File: config.mk
export PLATFORM = sky130hd
export DESIGN_NAME = data_move_instruction_exec
export DESIGN_NICKNAME = d
export VERILOG_FILES = /design/src/rtl/pointer_step.v /design/src/rtl/move_decode.v /design/src/rtl/data_move_instruction_exec.v
export VERILOG_INCLUDE_DIRS = /design/src /design/src/rtl
export SDC_FILE = /design/constraint.sdc
export NUM_CORES = 1
export LEC_CHECK = 0
export BUFFER_PORTS_ARGS = -buffer_cell sky130_fd_sc_hd__buf_2
export CAP_MARGIN = 0
export CELL_PAD_IN_SITES_DETAIL_PLACEMENT = 1
export CELL_PAD_IN_SITES_GLOBAL_PLACEMENT = 2
export CORE_ASPECT_RATIO = 1.1
export CORE_MARGIN = 3
export CORE_UTILIZATION = 37
export CTS_CLUSTER_DIAMETER = 80
export CTS_CLUSTER_SIZE = 30
export DETAILED_ROUTE_END_ITERATION = 8
export PLACE_DENSITY_LB_ADDON = 0.1
export SKIP_CTS_REPAIR_TIMING = 1
export SLEW_MARGIN = 20
export SYNTH_ARGS = -nofsm -noshare
export SYNTH_HDL_FRONTEND = slang
export SYNTH_SLANG_ARGS = --single-unit
File: constraint.sdc
create_clock -name ref_clk_i -period 9.05 [get_ports ref_clk_i]
set_clock_uncertainty 0.2 [all_clocks]
set_input_delay 0.4525 -clock ref_clk_i [delete_from_list [all_inputs] [get_ports ref_clk_i]]
set_output_delay 0.4525 -clock ref_clk_i [all_outputs]
set_load 0.02 [all_outputs]
File: src/rtl/data_move_consts.vh
`ifndef DATA_MOVE_CONSTS_VH
`define DATA_MOVE_CONSTS_VH

// ****************************************
// Encoding fields of the 14-bit word
// ****************************************
`define INSTR_W          14
`define OPC_NO_OP        14'h0000
`define OPC_OPTION       14'h0062
`define OPC_BANK_MASK    14'h3FE0
`define OPC_BANK         14'h0020
`define OPC_PAGE_MASK    14'h3F80
`define OPC_PAGE         14'h3180
`define OPC_WORK_MASK    14'h3F00
`define OPC_WORK         14'h3000
`define OPC_FILE_MASK    14'h3F80
`define OPC_FILE         14'h0080
`define OPC_WI_MASK      14'h3FF8
`define OPC_WI           14'h0018
`define OPC_WIK_MASK     14'h3F80
`define OPC_WIK          14'h3F80

// ****************************************
// Field positions
// ****************************************
`define BANK_K_HI        4
`define PAGE_K_HI        6
`define WORK_K_HI        7
`define FILE_A_HI        6
`define PTR_SEL_BIT      2
`define MODE_HI          1
`define WIK_SEL_BIT      6
`define WIK_K_HI         5

// ****************************************
// Pointer update modes
// ****************************************
`define MODE_PREINC      2'b00
`define MODE_PREDEC      2'b01
`define MODE_POSTINC     2'b10
`define MODE_POSTDEC     2'b11

// ****************************************
// Reset values
// ****************************************
`define RST_WORK         8'h00
`define RST_BANK         5'h00
`define RST_PAGE         7'h00
`define RST_OPTION       8'hFF
`define RST_PTR          16'h0000

`endif

File: src/rtl/pointer_step.v
`timescale 1ns/1ps
`include "data_move_consts.vh"

// ****************************************
// Effective address and next pointer value
// ****************************************
module pointer_step #(
  parameter PTR_W = 16
) (
  input  wire [PTR_W-1:0] ptr_i,
  input  wire             indexed_i,
  input  wire [1:0]       mode_i,
  input  wire [5:0]       offset_i,
  output reg  [PTR_W-1:0] addr_o,
  output reg  [PTR_W-1:0] next_ptr_o
);
  wire [PTR_W-1:0] one;
  wire [PTR_W-1:0] k_ext;
  wire [PTR_W-1:0] inc;
  wire [PTR_W-1:0] dec;

  assign one   = {{(PTR_W-1){1'b0}}, 1'b1};
  assign k_ext = {{(PTR_W-6){offset_i[5]}}, offset_i};
  // Modular arithmetic wraps at both ends
  assign inc   = ptr_i + one;
  assign dec   = ptr_i - one;

  always @* begin
    addr_o     = ptr_i;
    next_ptr_o = ptr_i;
    if (indexed_i) begin
      addr_o = ptr_i + k_ext;
    end else begin
      case (mode_i)
        `MODE_PREINC: begin
          addr_o     = inc;
          next_ptr_o = inc;
        end
        `MODE_PREDEC: begin
          addr_o     = dec;
          next_ptr_o = dec;
        end
        `MODE_POSTINC: next_ptr_o = inc;
        `MODE_POSTDEC: next_ptr_o = dec;
        default: next_ptr_o = ptr_i;
      endcase
    end
  end
endmodule // pointer_step

File: src/rtl/move_decode.v
`timescale 1ns/1ps
`include "data_move_consts.vh"

// ****************************************
// Instruction class decode
// ****************************************
module move_decode (
  input  wire [`INSTR_W-1:0] instr_i,
  output wire                is_nop_o,
  output wire                is_option_o,
  output wire                is_bank_o,
  output wire                is_page_o,
  output wire                is_work_o,
  output wire                is_file_o,
  output wire                is_ind_o,
  output wire                is_ind_k_o
);
  assign is_nop_o    = instr_i == `OPC_NO_OP;
  assign is_option_o = instr_i == `OPC_OPTION;
  assign is_bank_o   = (instr_i & `OPC_BANK_MASK) == `OPC_BANK;
  assign is_page_o   = (instr_i & `OPC_PAGE_MASK) == `OPC_PAGE;
  assign is_work_o   = (instr_i & `OPC_WORK_MASK) == `OPC_WORK;
  assign is_file_o   = (instr_i & `OPC_FILE_MASK) == `OPC_FILE;
  assign is_ind_o    = (instr_i & `OPC_WI_MASK) == `OPC_WI;
  assign is_ind_k_o  = (instr_i & `OPC_WIK_MASK) == `OPC_WIK;
endmodule // move_decode

File: src/rtl/data_move_instruction_exec.v
`timescale 1ns/1ps
`include "data_move_consts.vh"

// Function
// - Bank literal load writes bank select from 5-bit field, flags kept.
// - Page literal load writes 7-bit literal into pc high latch.
// - Work literal load writes 8-bit literal into working register.
// - Store work to file writes working register to 7-bit address.
// - Indirect store writes working register via pointer 0 or 1.
// - Address is pointer+1, pointer-1, pointer (post modes), or pointer plus signed offset.
// - Mode 00 preinc, 01 predec, 10 postinc, 11 postdec; indexed keeps.
// - Pointer wraps around at both ends of its range.
// - Pointer updates and indirect stores change no status flag.
// - Indirect window accesses redirect to address in its pointer.
// - Option instruction copies working register to option register.
module data_move_instruction_exec #(
  parameter PTR_W      = 16,
  parameter IND0_ADDR  = 7'h00,
  parameter IND1_ADDR  = 7'h01
) (
  input  wire                ref_clk_i,
  input  wire                reset_i,
  input  wire                instr_valid_i,
  input  wire [`INSTR_W-1:0] instr_i,
  output reg  [7:0]          work_reg_o,
  output reg  [4:0]          bank_select_reg_o,
  output reg  [6:0]          pc_high_latch_o,
  output reg  [7:0]          option_reg_o,
  output reg  [PTR_W-1:0]    file_pointer0_o,
  output reg  [PTR_W-1:0]    file_pointer1_o,
  output reg                 mem_we_o,
  output reg                 mem_indirect_o,
  output reg  [PTR_W-1:0]    mem_addr_o,
  output reg  [7:0]          mem_wdata_o,
  output reg                 status_we_o,
  output reg                 done_o
);

  // ****************************************
  // Decode
  // ****************************************
  wire is_nop;
  wire is_option;
  wire is_bank;
  wire is_page;
  wire is_work;
  wire is_file;
  wire is_ind;
  wire is_ind_k;

  move_decode u_dec (
    .instr_i     (instr_i),
    .is_nop_o    (is_nop),
    .is_option_o (is_option),
    .is_bank_o   (is_bank),
    .is_page_o   (is_page),
    .is_work_o   (is_work),
    .is_file_o   (is_file),
    .is_ind_o    (is_ind),
    .is_ind_k_o  (is_ind_k)
  );

  // ****************************************
  // Pointer arithmetic
  // ****************************************
  wire             sel;
  wire [PTR_W-1:0] cur_ptr;
  wire [PTR_W-1:0] ind_addr;
  wire [PTR_W-1:0] next_ptr;
  wire [6:0]       file_addr;
  wire             file_is_win0;
  wire             file_is_win1;

  // Operand n picks which pointer serves the store
  assign sel = is_ind_k ? instr_i[`WIK_SEL_BIT]
                        : instr_i[`PTR_SEL_BIT];
  assign cur_ptr = sel ? file_pointer1_o : file_pointer0_o;

  pointer_step #(
    .PTR_W (PTR_W)
  ) u_step (
    .ptr_i      (cur_ptr),
    .indexed_i  (is_ind_k),
    .mode_i     (instr_i[`MODE_HI:0]),
    .offset_i   (instr_i[`WIK_K_HI:0]),
    .addr_o     (ind_addr),
    .next_ptr_o (next_ptr)
  );

  assign file_addr    = instr_i[`FILE_A_HI:0];
  assign file_is_win0 = file_addr == IND0_ADDR;
  assign file_is_win1 = file_addr == IND1_ADDR;

  // ****************************************
  // Execute, one instruction per cycle
  // ****************************************
  always @(posedge ref_clk_i or posedge reset_i) begin
    if (reset_i) begin
      work_reg_o        <= `RST_WORK;
      bank_select_reg_o <= `RST_BANK;
      pc_high_latch_o   <= `RST_PAGE;
      option_reg_o      <= `RST_OPTION;
      file_pointer0_o   <= `RST_PTR;
      file_pointer1_o   <= `RST_PTR;
      mem_we_o          <= 1'b0;
      mem_indirect_o    <= 1'b0;
      mem_addr_o        <= `RST_PTR;
      mem_wdata_o       <= `RST_WORK;
      status_we_o       <= 1'b0;
      done_o            <= 1'b0;
    end else begin
      mem_we_o       <= 1'b0;
      mem_indirect_o <= 1'b0;
      // No instruction here touches status
      status_we_o    <= 1'b0;
      done_o         <= instr_valid_i;
      if (instr_valid_i) begin
        if (is_bank) begin
          bank_select_reg_o <= instr_i[`BANK_K_HI:0];
        end else if (is_page) begin
          pc_high_latch_o <= instr_i[`PAGE_K_HI:0];
        end else if (is_work) begin
          work_reg_o <= instr_i[`WORK_K_HI:0];
        end else if (is_file) begin
          mem_we_o    <= 1'b1;
          mem_wdata_o <= work_reg_o;
          if (file_is_win0) begin
            mem_indirect_o <= 1'b1;
            mem_addr_o     <= file_pointer0_o;
          end else if (file_is_win1) begin
            mem_indirect_o <= 1'b1;
            mem_addr_o     <= file_pointer1_o;
          end else begin
            mem_addr_o <= {{(PTR_W-7){1'b0}}, file_addr};
          end
        end else if (is_ind || is_ind_k) begin
          mem_we_o       <= 1'b1;
          mem_indirect_o <= 1'b1;
          mem_addr_o     <= ind_addr;
          mem_wdata_o    <= work_reg_o;
          if (sel) begin
            file_pointer1_o <= next_ptr;
          end else begin
            file_pointer0_o <= next_ptr;
          end
        end else if (is_option) begin
          option_reg_o <= work_reg_o;
        end
        // No-op and unknown words leave state alone
      end
    end
  end

endmodule // data_move_instruction_exec

Yosys cells after proc, flatten, opt, wreduce, memory -nomap -nowiden
Index checks and enable logic that the tools add are counted.
Operators by class
  add/subtract/negate cells: 3
  multiply operators: 0
  div/mod/pow operators: 0
  magnitude comparators: 0
  eq/ne operators: 11
  shift operators: 0
  multiplexer cells: 25
  bitwise gates (word level): 6
  reductions and logical operators: 13
Operator list (number)
  two-way mux 16 bit: 7
  one-hot mux 16 bit (2 select lines): 2
  AND reduction 7 bit: 3
  adder 16 x 1 -> 16 bit, second input constant: 1
  adder 16 bit: 1
  two-way mux 8 bit: 2
  subtractor 16 x 1 -> 16 bit, second input constant: 1
  equality test 14 x 7 -> 1 bit, second input constant: 1
  equality test 7 x 1 -> 1 bit, second input constant: 2
  equality test 7 bit, second input constant: 2
  two-way mux 1 bit: 14
  equality test 11 x 2 -> 1 bit, second input constant: 1
  equality test 9 x 1 -> 1 bit, second input constant: 1
  zero test 7 bit: 1
  equality test 6 bit, second input constant: 1
  inverter 1 bit: 6
  AND reduction 5 bit: 1
  equality test 2 bit, second input constant: 2
  AND reduction 4 bit: 1
  OR reduction 2 bit: 2
  AND reduction 3 bit: 1
  equality test 2 x 1 -> 1 bit, second input constant: 1
  zero test 2 bit: 1
  AND reduction 2 bit: 1
  2 further kinds: 2
Word-level totals
  bits in registers: 87
  latch bits: 0
  memory bits (writable): 0
  bits in read-only memories: 0
  input bits: 17
  output and inout port bits: 88
  word-level logic and storage cells: 69
  memories: 0

Logic depth before layout (Yosys ltp)
Gate-level depths: netlist (run 1).
  depth in word-level cells: 8
  depth in mapped cells: 18

By module
Synthesis (run 1) repeated with hierarchy kept, for this count alone.
Unflattened totals
  cells, all modules: 602
  area total of the unflattened synthesis: 5868.1 sq um
By module, submodules not included
  data_move_instruction_exec: times used 1, cells an instance 320, area an instance 3980.1 sq um, seq. area each 2187.1 sq um
  pointer_step: times used 1, cells an instance 262, area an instance 1739.2 sq um, seq. area each 0.0 sq um
  move_decode: times used 1, cells an instance 20, area an instance 148.9 sq um, seq. area each 0.0 sq um

Worst setup path after synthesis (run 1)
OpenSTA, ideal clock, no wires.
  kind: input to register
  start point: input instr_i[11]
  end point: register mem_addr_o[12]
  setup time: 82 ps
  arrival time: 3772 ps
  required time: 8768 ps
  slack: 4996 ps
  cell stages on the path: 17
  path through: nand3_1 o21ai_0 nand2_1 mux2i_1 inv_1 ha_1 inv_1 fa_1 nor2b_1 o21a_1 o21ai_0 a211oi_1 nor3_1 nor3_1 xnor2_1 a221o_1 a31oi_1
On the way
  word-level cells in the longest chain between the ends: 8
  elaborated cells on any way between the ends: 21
  those cells by class: 3 x add/sub; 6 x eq/ne; 6 x mux; 3 x bitwise; 3 x reduce/logical
RTL lines
  start: declaration: RTL line data_move_instruction_exec.v:24  | input wire [`INSTR_W-1:0] instr_i,
  equality test 7 bit (no line)
  two-way mux 1 bit: RTL line data_move_instruction_exec.v:75  | assign sel = is_ind_k ? instr_i[`WIK_SEL_BIT]
  two-way mux 16 bit: RTL line data_move_instruction_exec.v:77  | assign cur_ptr = sel ? file_pointer1_o : file_pointer0_o;
  subtractor 16 x 1 -> 16 bit / adder 16 x 1 -> 16 bit (equally long branches): RTL line pointer_step.v:26, pointer_step.v:25
  one-hot mux 16 bit (2 select lines): RTL line pointer_step.v:34  | case (mode_i)
  two-way mux 16 bit: RTL line pointer_step.v:31  | if (indexed_i) begin
  two-way mux 16 bit: RTL line data_move_instruction_exec.v:136  | end else if (is_ind || is_ind_k) begin
  two-way mux 16 bit: RTL line data_move_instruction_exec.v:124  | end else if (is_file) begin
  end signal: assignment: RTL line data_move_instruction_exec.v:129  | mem_addr_o <= file_pointer0_o;
  end signal: assignment: RTL line data_move_instruction_exec.v:134  | mem_addr_o <= {{(PTR_W-7){1'b0}}, file_addr};
  end signal: assignment: RTL line data_move_instruction_exec.v:139  | mem_addr_o <= ind_addr;
  end: declaration: RTL line data_move_instruction_exec.v:33  | output reg [PTR_W-1:0] mem_addr_o,
Parallel ways exist; a longest one is shown, timed or not. The select of a mux whose other input is x is not followed.
A chain may end at the register's enable or synchronous reset.

Worst setup path in the final report (run 1)
Ends and elaborated chain as after synthesis.

==> qor.yml, run 1 <==
detailed_routing:
  drtAntennaViolNets: 0
  wirelength_met1_um: 9536
  drcViolationCount: 0
  vias: 5468
  first_pass_iters: 5
  top_layer: "met4"
  dr_wl_met2_um: 10190
  drt_iter0_drc: 326
  wire_per_inst_um: 22.73
  wl_met3_um: 1175
  viasPerCell: 5.848
  wl_um: 21250
timing:
  final.period_utilization_pct: 53.51
  max_clock_freq_mhz: 206.5
  relSlewSlack_pct: 36.10
  setup_violations: 0
  hold_violations: 0
  setup_tns_ns: 0
  slew_violations: 0
  worst_pin_slew_ns: 0.9558
  grt_setup_unrepaired: "no"
  period_needed_ns: 4.843
worst_hold_path:
  hold_path_class: "in2reg"
  holdCritStartpoint: "instr_valid_i"
synth:
  yosysTopAreaCellShare_pct: 33.50
  syn_inst: 646
  async_flop_share_pct: 100.0
  synth_edf_count: 0
  syn_avg_cell_area_um2: 9.134
  yosys-top-cells-area: "dfrtp_1, mux2_2, nand2_1"
  synth_nets: 681
  yosysTopAreaCell: "dfrtp_1"
  yosysWarnings: 0
  ys_dominant_reg_cell: "dfrtp_1"
  synth_cell_types: 72
  yosysSeqAreaShare_pct: 37.07
  synth-seq-cells: 87
  netlist_area_um2: 5901
setup_path:
  reg2reg_to: "mem_addr_o[12]$_DFFE_PP0P_"
  cp.arrival_ns: 4.93
  crit_fanout: 9
  cp_top_family: "compound AO/OA/AOI/OAI gates"
  startpoint: "instr_i[11]"
  path_class: "in2reg"
  crit_path_end: "mem_addr_o[12]$_DFFE_PP0P_"
  reg2reg_slack_ns: 5.14
  timing.critical_path.buf_inv: 3
  required_ns: 9.14
  crit_chain: "buf_2 -> nand3_1 -> o21ai_0 -> nand2_1 -> mux2i_1 -> inv_1 -> ha_1 -> inv_1 -> fa_1 -> nor2b_1 -> o21a_1 -> o21ai_0 -> a211oi_1 -> nor3_1 -> nor3_1 -> xnor2_1 -> a221o_1 -> a31oi_1"
  r2r-start: "file_pointer0_o[2]$_DFFE_PP0P_"
  r2r_cells: 14
  slowest_stage: "o21ai_0"
  path_depth: 18
  cp-end-kind: "flip-flop"
  startpoint_type: "input pin"
  cp_slowest_stage_delay_ns: 0.49
floorplanning:
  die_h_um: 138.5
  pin_count: 105
  rows: 47
  die_x_um: 126.4
  fp.dieArea_um2: 17500
  core_um2: 15350
  start_util_pct: 38.44
outcome:
  status: "finished clean"
placement:
  hpwlAfterDp_um: 15080
  port_buffers: 103
  place_inst: 918
  gp_congestion: 0.8693
power:
  power_leakage_nw: 3.413
  pwr-share-comb_pct: 22.9
  netSwitchingPower_uw: 371.8
  intPower_uw: 699.5
  power_switching_share_pct: 34.70
  seqPwrFrac_pct: 41.5
  ir_worst_vdd_mv: 0.07872
  clkPwrFrac_pct: 35.7
  power_density_nw_per_um2: 155.7
final_layout:
  fin_cells: 935
  nNetsFinal: 769
  antennaDiodeCount: 0
  final_common_cell: "buf_2"
  final_cell_mix: "buf_2, nand2_1, dfrtp_1"
  drive_gt1_share_pct: 26.93
  syn_to_final_growth_pct: 16.62
clock_tree:
  cts_tree: "done"
  clock_sinks: 87
  clock_latency_ns: 0.36
  clk_pin_slew_worst_paths_ns: 0.08
  htreeDepth: 3
  root_buffer: "clkbuf_16"
  clockBufferDepth: 2
  cts_made_buffers: 9
global_route:
  grt_pass1_wl_um: 33820
  first_global_vias: 5764
  track_usage_pct: 24.56
  grt_overflow_total: 0
  antenna_found_initial: 0
  grt_max_degree: 57
flow_run:
  cap_violations: 0
[cells by family after synthesis]
kind of cell / count (synthesis) / share of synthesized area (%)
AO/OA/AOI/OAI: 155 / 18.07
multiplexers: 66 / 12.23
AND/OR/NAND/NOR: 222 / 19.00
other: 1 / 0.06355
XOR/XNOR: 37 / 5.492
buffers and inverters: 60 / 4.135
flip-flops: 87 / 37.07
adder cells (fa/ha/maj): 18 / 3.944
[sequential cells by signal, summed over array words and instances, names as in the netlist]
signal,cells
bank_select_reg_o,5
done_o,1
file_pointer0_o,16
file_pointer1_o,16
mem_addr_o,16
mem_indirect_o,1
mem_wdata_o,8
mem_we_o,1
option_reg_o,8
pc_high_latch_o,7
work_reg_o,8
[worst register-to-register path, stage by stage (launching register included)]
cell and delay (ns):
dfrtp_1 0.43, nand2b_1 0.09, a21oi_1 0.06, a311oi_4 0.59
inv_1 0.12, ha_1 0.38, nor2b_1 0.17, o21a_1 0.14
o21ai_0 0.17, a211oi_1 0.37, nor3_1 0.11, nor3_1 0.39
xnor2_1 0.13, a221o_1 0.35, a31oi_1 0.14
[power groups by stage]
stage	clock (mW)	combinational, mW	sequential [mW]
after floorplan	0	0.129	0.481
after global placement	0	0.239	0.451
after detailed placement	0	0.245	0.451
after CTS	0.388	0.246	0.444
after global routing	0.409	0.269	0.448
final	0.382	0.245	0.444
[cell type report]
cell class / instances / area [um2]
inverters: 28 / 106.4
repair buffers: 109 / 563.0
clock inverters: 7 / 73.82
fillers: 1840 / 8467
well taps: 196 / 245.2
clock buffers: 9 / 225.2
multi-input cells: 499 / 3481
flip-flops and latches: 87 / 2187
[stage by stage]
stage | util (%) | total power [mW] | hold WS, ns | area (um2) | worst slack, ns
floorplan | - | 0.6103 | 0.2839 | 5901 | 4.996
global placement | 42.82 | 0.6900 | 0.2557 | 6573 | 4.022
detailed placement | 42.82 | 0.6959 | 0.2611 | 6573 | 3.875
CTS | 44.77 | 1.078 | -0.04205 | 6872 | 4.227
global route | 44.84 | 1.126 | 0.02779 | 6882 | 3.835
finish | 44.84 | 1.071 | 0.02655 | 6882 | 4.207
[cells in the mapped netlist, types with 15 or more instances]
cell type,n
nand2b_1,17
xnor2_1,23
o21ai_0,35
dfrtp_1,79
a21oi_1,38
nand3_1,15
ha_1,17
nor3_1,21
inv_1,28
nor2_1,37
clkbuf_1,20
nand2_1,81
mux2_2,49
mux2i_1,17
[worst min path at each step]
stage,end,slack (ns),cells past startpoint
final,done_o$_DFF_PP0_,0.03,1
after global routing,done_o$_DFF_PP0_,0.03,1
after CTS,pc_high_latch_o[6]$_DFFE_PP0P_,-0.04,2
after detailed placement,mem_wdata_o[3]$_DFFE_PP0P_,0.26,2
after global placement,mem_wdata_o[2]$_DFFE_PP0P_,0.26,2
after floorplan,done_o$_DFF_PP0_,0.28,0
[routing by layer]
layer / track usage, % / vias to the layer above
met5: 0 / -
met4: 6.155 / 0
met3: 4.552 / 27
met2: 40.50 / 172
met1: 33.33 / 2766
li1: - / 2503
No activity file was read; power rests on OpenSTA's default activity.
==> run 2: changes to the inputs <==
--- a/config.mk
+++ b/config.mk
@@ -12,7 +12,7 @@
 export CELL_PAD_IN_SITES_GLOBAL_PLACEMENT = 2
 export CORE_ASPECT_RATIO = 1.1
 export CORE_MARGIN = 3
-export CORE_UTILIZATION = 37
+export CORE_UTILIZATION = 35
 export CTS_CLUSTER_DIAMETER = 80
 export CTS_CLUSTER_SIZE = 30
 export DETAILED_ROUTE_END_ITERATION = 8
==> constraint.sdc (replaced) <==
create_clock -name ref_clk_i -period 4.48 [get_ports ref_clk_i]
set_clock_uncertainty 0.2 [all_clocks]
set_input_delay 0.224 -clock ref_clk_i [delete_from_list [all_inputs] [get_ports ref_clk_i]]
set_output_delay 0.224 -clock ref_clk_i [all_outputs]
set_load 0.02 [all_outputs]
==> qor.yml, run 2 (synthesis gave the netlist of run 1 again) <==
outcome:
  status: "finished clean"
timing:
  finalHoldWorstSlack_ns: 0.04657
  setup_violations: 0
  max_clock_freq_mhz: 251.9
  worst_pin_slew_ns: 1.076
  relSlewSlack_pct: 28.05
  period_needed_ns: 3.969
  final.period_utilization_pct: 88.60
  slew_violations: 0
  setup_tns_ns: 0
  hold_violations: 0
  grt_setup_unrepaired: "no"
final_layout:
  utilization_pct: 43.09
  final_cell_mix: "buf_2, nand2_1, dfrtp_1"
  antennaDiodeCount: 0
  top_regs: "file_pointer0_o (16), file_pointer1_o (16), mem_addr_o (16)"
  fin_cells: 967
  nNetsFinal: 793
  final_common_cell: "buf_2"
  syn_to_final_growth_pct: 20.00
  fillers: 1919
  drive_gt1_share_pct: 29.23
detailed_routing:
  wl_um: 21610
  first_pass_iters: 4
  drcViolationCount: 0
  drtAntennaViolNets: 0
  viasPerCell: 5.707
  vias: 5519
  wire_per_inst_um: 22.35
  drt_iter0_drc: 252
worst_hold_path:
  holdPathStages: 2
  holdCritStartpoint: "instr_i[2]"
  whs_endpoint: "pc_high_latch_o[2]$_DFFE_PP0P_"
  hold_path_class: "in2reg"
setup_path:
  cp.arrival_ns: 4.06
  crit_fanout: 10
  path_class: "in2reg"
  reg2reg_to: "mem_addr_o[12]$_DFFE_PP0P_"
  cp-end-kind: "flip-flop"
  r2r-start: "file_pointer1_o[0]$_DFFE_PP0P_"
  crit_chain: "buf_2 -> and4_1 -> nand3_1 -> nand2_1 -> mux2i_1 -> inv_1 -> ha_1 -> inv_1 -> fa_1 -> nor2b_1 -> o21a_1 -> o21ai_0 -> a211oi_1 -> nor3_1 -> nor3_1 -> xnor2_1 -> a221o_1 -> a31oi_1"
  reg2reg_slack_ns: 0.91
  startpoint_type: "input pin"
  r2r_cells: 14
  cp_slowest_stage_delay_ns: 0.53
  startpoint: "instr_i[7]"
  slowest_stage: "and4_1"
  required_ns: 4.57
power:
  power_leakage_nw: 3.522
  ir_worst_vdd_mv: 0.1667
  power.total_mw: 2.189
  power_density_nw_per_um2: 309.2
clock_tree:
  htreeDepth: 3
  clock_sinks: 87
  root_buffer: "clkbuf_16"
  clock_latency_ns: 0.36
  cts_tree: "done"
  clockBufferDepth: 2
  cts_made_buffers: 9
  clk_pin_slew_worst_paths_ns: 0.07
floorplanning:
  die_h_um: 142.2
  core_um2: 16430
  rows: 49
  fp.dieArea_um2: 18460
  die_x_um: 129.8
  start_util_pct: 35.91
  pin_count: 105
placement:
  hpwlAfterDp_um: 15800
  place_inst: 949
  gp_congestion: 0.8956
  port_buffers: 103
global_route:
  grt_pass1_wl_um: 33470
  first_global_vias: 5743
  grt_overflow_total: 0
  antenna_found_initial: 0
  track_usage_pct: 23.76
  grt_max_degree: 54
flow_run:
  cap_violations: 0
-- run 2: changes by cell type in the layout (fill, tap and decap cells not counted), sizes merged --
cell | before | now
buf | 108 | 131
inv | 31 | 29
clkinv | 4 | 5
clkinvlp | 0 | 1
dlygate4sd3 | 1 | 2
-- run 2: worst max-delay path by stage --
| stage | slack, ns | end |
|---|---|---|
| 2_1_floorplan | 0.65 | mem_addr_o[12]$_DFFE_PP0P_ |
| 3_3_place_gp | 0.37 | mem_addr_o[12]$_DFFE_PP0P_ |
| 6_report | 0.51 | mem_addr_o[12]$_DFFE_PP0P_ |
| 4_1_cts | 0.58 | mem_addr_o[12]$_DFFE_PP0P_ |
| 3_5_place_dp | 0.23 | mem_addr_o[12]$_DFFE_PP0P_ |
| 5_1_grt | 0.22 | mem_addr_o[12]$_DFFE_PP0P_ |
-- run 2: worst max-delay path: cells and delay by family --
| kind | cells | cell delay (ns) |
|---|---|---|
| AO/OA/AOI/OAI | 5 | 1.08 |
| XOR/XNOR | 1 | 0.10 |
| adder cells (fa/ha/maj) | 2 | 0.60 |
| buffers and inverters | 3 | 0.34 |
| multiplexers | 1 | 0.17 |
| AND/OR/NAND/NOR | 6 | 1.55 |
-- run 2: power by group --
part / switching [mW] / internal [mW]
logic: 0.326 / 0.189
registers: 0.0547 / 0.844
clock network: 0.380 / 0.396
-- run 2: final cells by class --
cell class / instances / area, um2 / share of cell area [%]
clock inverters: 7 / 80.08 / 1.131
well taps: 204 / 255.2 / 3.605
flip-flops and latches: 87 / 2187 / 30.89
multi-input cells: 499 / 3481 / 49.16
repair buffers: 133 / 745.7 / 10.53
clock buffers: 9 / 225.2 / 3.181
inverters: 28 / 106.4 / 1.502
-- run 2: through the flow --
| stage | area [um2] | setup slack [ns] |
|---|---|---|
| global route | 7081 | 0.2181 |
| floorplan | 5901 | 0.6548 |
| detailed placement | 6755 | 0.2319 |
| CTS | 7061 | 0.5807 |
| finish | 7081 | 0.5107 |
| global placement | 6755 | 0.3723 |
-- run 2: per-layer routing --
metal  routed length [um]  track usage, %
met1                 9662           31.68
met5                    0               0
met2                10570           39.97
met4                  501           7.932
met3                  872           2.928
==> run 3: changes to the inputs <==
--- a/config.mk
+++ b/config.mk
@@ -12,7 +12,7 @@
 export CELL_PAD_IN_SITES_GLOBAL_PLACEMENT = 2
 export CORE_ASPECT_RATIO = 1.1
 export CORE_MARGIN = 3
-export CORE_UTILIZATION = 35
+export CORE_UTILIZATION = 31
 export CTS_CLUSTER_DIAMETER = 80
 export CTS_CLUSTER_SIZE = 30
 export DETAILED_ROUTE_END_ITERATION = 8
==> constraint.sdc (replaced) <==
create_clock -name ref_clk_i -period 3.42 [get_ports ref_clk_i]
set_clock_uncertainty 0.2 [all_clocks]
set_input_delay 0.171 -clock ref_clk_i [delete_from_list [all_inputs] [get_ports ref_clk_i]]
set_output_delay 0.171 -clock ref_clk_i [all_outputs]
set_load 0.005 [all_outputs]
==> qor.yml, run 3 (synthesis gave the netlist of run 1 again) <==
detailed_routing:
  wire_per_inst_um: 21.58
  wl_um: 23220
  drtAntennaViolNets: 0
  drcViolationCount: 0
  drt_iter0_drc: 285
  first_pass_iters: 4
  viasPerCell: 5.324
  vias: 5729
final_layout:
  final_common_cell: "buf_2"
  final_cell_mix: "buf_2, buf_4, nand2_1"
  stdcell_area_um2: 7730
  drive_gt1_share_pct: 36.61
  utilization_pct: 41.69
  fin_cells: 1076
  antennaDiodeCount: 0
  regArea_um2: 2190
  top_regs: "file_pointer0_o (16), file_pointer1_o (16), mem_addr_o (16)"
  multiInputGateArea_um2: 3535
  syn_to_final_growth_pct: 31.00
  fillers: 2214
  nNetsFinal: 863
clock_tree:
  clock_latency_ns: 0.36
  cts_made_buffers: 9
  clock_sinks: 87
  clockBufferDepth: 2
  root_buffer: "clkbuf_16"
  clk_pin_slew_worst_paths_ns: 0.07
  htreeDepth: 3
  cts_tree: "done"
timing:
  setup_tns_ns: 0
  setup_violations: 0
  slew_violations: 0
  relSlewSlack_pct: 47.23
  max_clock_freq_mhz: 308.5
  setup_slack_ns: 0.1790
  finalHoldWorstSlack_ns: 0.009684
  grt_setup_unrepaired: "yes"
  final.period_utilization_pct: 94.77
  period_needed_ns: 3.241
  worst_pin_slew_ns: 0.7898
  hold_violations: 0
outcome:
  status: "finished clean"
setup_path:
  path_common_cell: "nand2_1"
  cp.arrival_ns: 3.32
  crit_chain: "nand2_1 -> a22oi_1 -> a311oi_2 -> inv_1 -> ha_1 -> a211oi_1 -> buf_4 -> nor2b_1 -> o31ai_1 -> nand2_1 -> o21ai_0 -> o41ai_1 -> xnor2_1 -> nand2_1 -> a31oi_1"
  path_class: "reg2reg"
  cp_slowest_stage_delay_ns: 0.44
  cp-end-kind: "flip-flop"
  slowest_stage: "dfrtp_1"
  required_ns: 3.50
  startpoint_type: "flip-flop"
  crit_fanout: 4
floorplanning:
  rows: 52
  fp.dieArea_um2: 20730
  die_h_um: 150.7
  pin_count: 105
  die_x_um: 137.5
  core_um2: 18540
  start_util_pct: 31.82
placement:
  pre_cts_slack_ns: -0.2477
  dpl_cell_area_um2: 7376
  port_buffers: 103
  place_inst: 1058
  hpwlAfterDp_um: 17730
  gp_congestion: 0.8740
global_route:
  grt_pass1_wl_um: 35250
  grt_overflow_total: 0
  first_global_vias: 6010
  grt_max_degree: 40
  antenna_found_initial: 0
  track_usage_pct: 22.79
power:
  power_density_nw_per_um2: 367.8
  ir_worst_vdd_mv: 0.2491
  power.total_mw: 2.843
  power_leakage_nw: 3.876
worst_hold_path:
  hold_path_class: "in2reg"
flow_run:
  cap_violations: 0
## run 3: cell count changes in the layout (fill, tap and decap cells not counted), sizes merged
cell | previous run | this run
buf | 131 | 201
inv | 29 | 30
clkinvlp | 1 | 0
## run 3: worst paths after layout
path	from	to	slack [ns]	depth (start not counted)
max	file_pointer1_o[5]$_DFFE_PP0P_	mem_addr_o[15]$_DFFE_PP0P_	0.18	15
min	instr_i[3]	bank_select_reg_o[3]$_DFFE_PP0P_	0.01	2
max reg2reg	file_pointer1_o[5]$_DFFE_PP0P_	mem_addr_o[15]$_DFFE_PP0P_	0.18	15
min reg2reg	mem_wdata_o[4]$_DFFE_PP0P_	mem_wdata_o[4]$_DFFE_PP0P_	0.28	2
max in group asynchronous	reset_i	mem_addr_o[8]$_DFFE_PP0P_	1.94	4
min in group asynchronous	reset_i	pc_high_latch_o[4]$_DFFE_PP0P_	0.24	3
## run 3: routing by layer
| metal | vias to the layer above | track usage (%) | part of all wire, % | routed length [um] |
|---|---|---|---|---|
| li1 | 2698 | - | - | - |
| met1 | 2877 | 31.08 | 46 | 10770 |
| met2 | 129 | 37.65 | 48 | 11200 |
| met3 | 25 | 3.041 | 3.4 | 778 |
| met4 | 0 | 6.637 | 2.0 | 473 |
| met5 | - | 0 | 0 | 0 |
## run 3: final cells by class
cell class | instances | area share (%)
multi-input cells | 499 | 45.73
flip-flops and latches | 87 | 28.33
repair buffers | 203 | 16.77
well taps | 243 | 3.933
clock buffers | 9 | 2.914
inverters | 28 | 1.376
clock inverters | 7 | 0.9550
## run 3: critical path: cells and delay by family, from the launching register on
kind            cells  cell delay (ns)
xor+xnor            1             0.16
compound gates      7             1.41
buf+inv             2             0.29
flops               1             0.44
fa+ha+maj           1             0.24
simple gates        4             0.43
## run 3: power by group
group / internal, mW / switching, mW
registers: 1.11 / 0.0677
clock network: 0.516 / 0.475
logic: 0.312 / 0.366
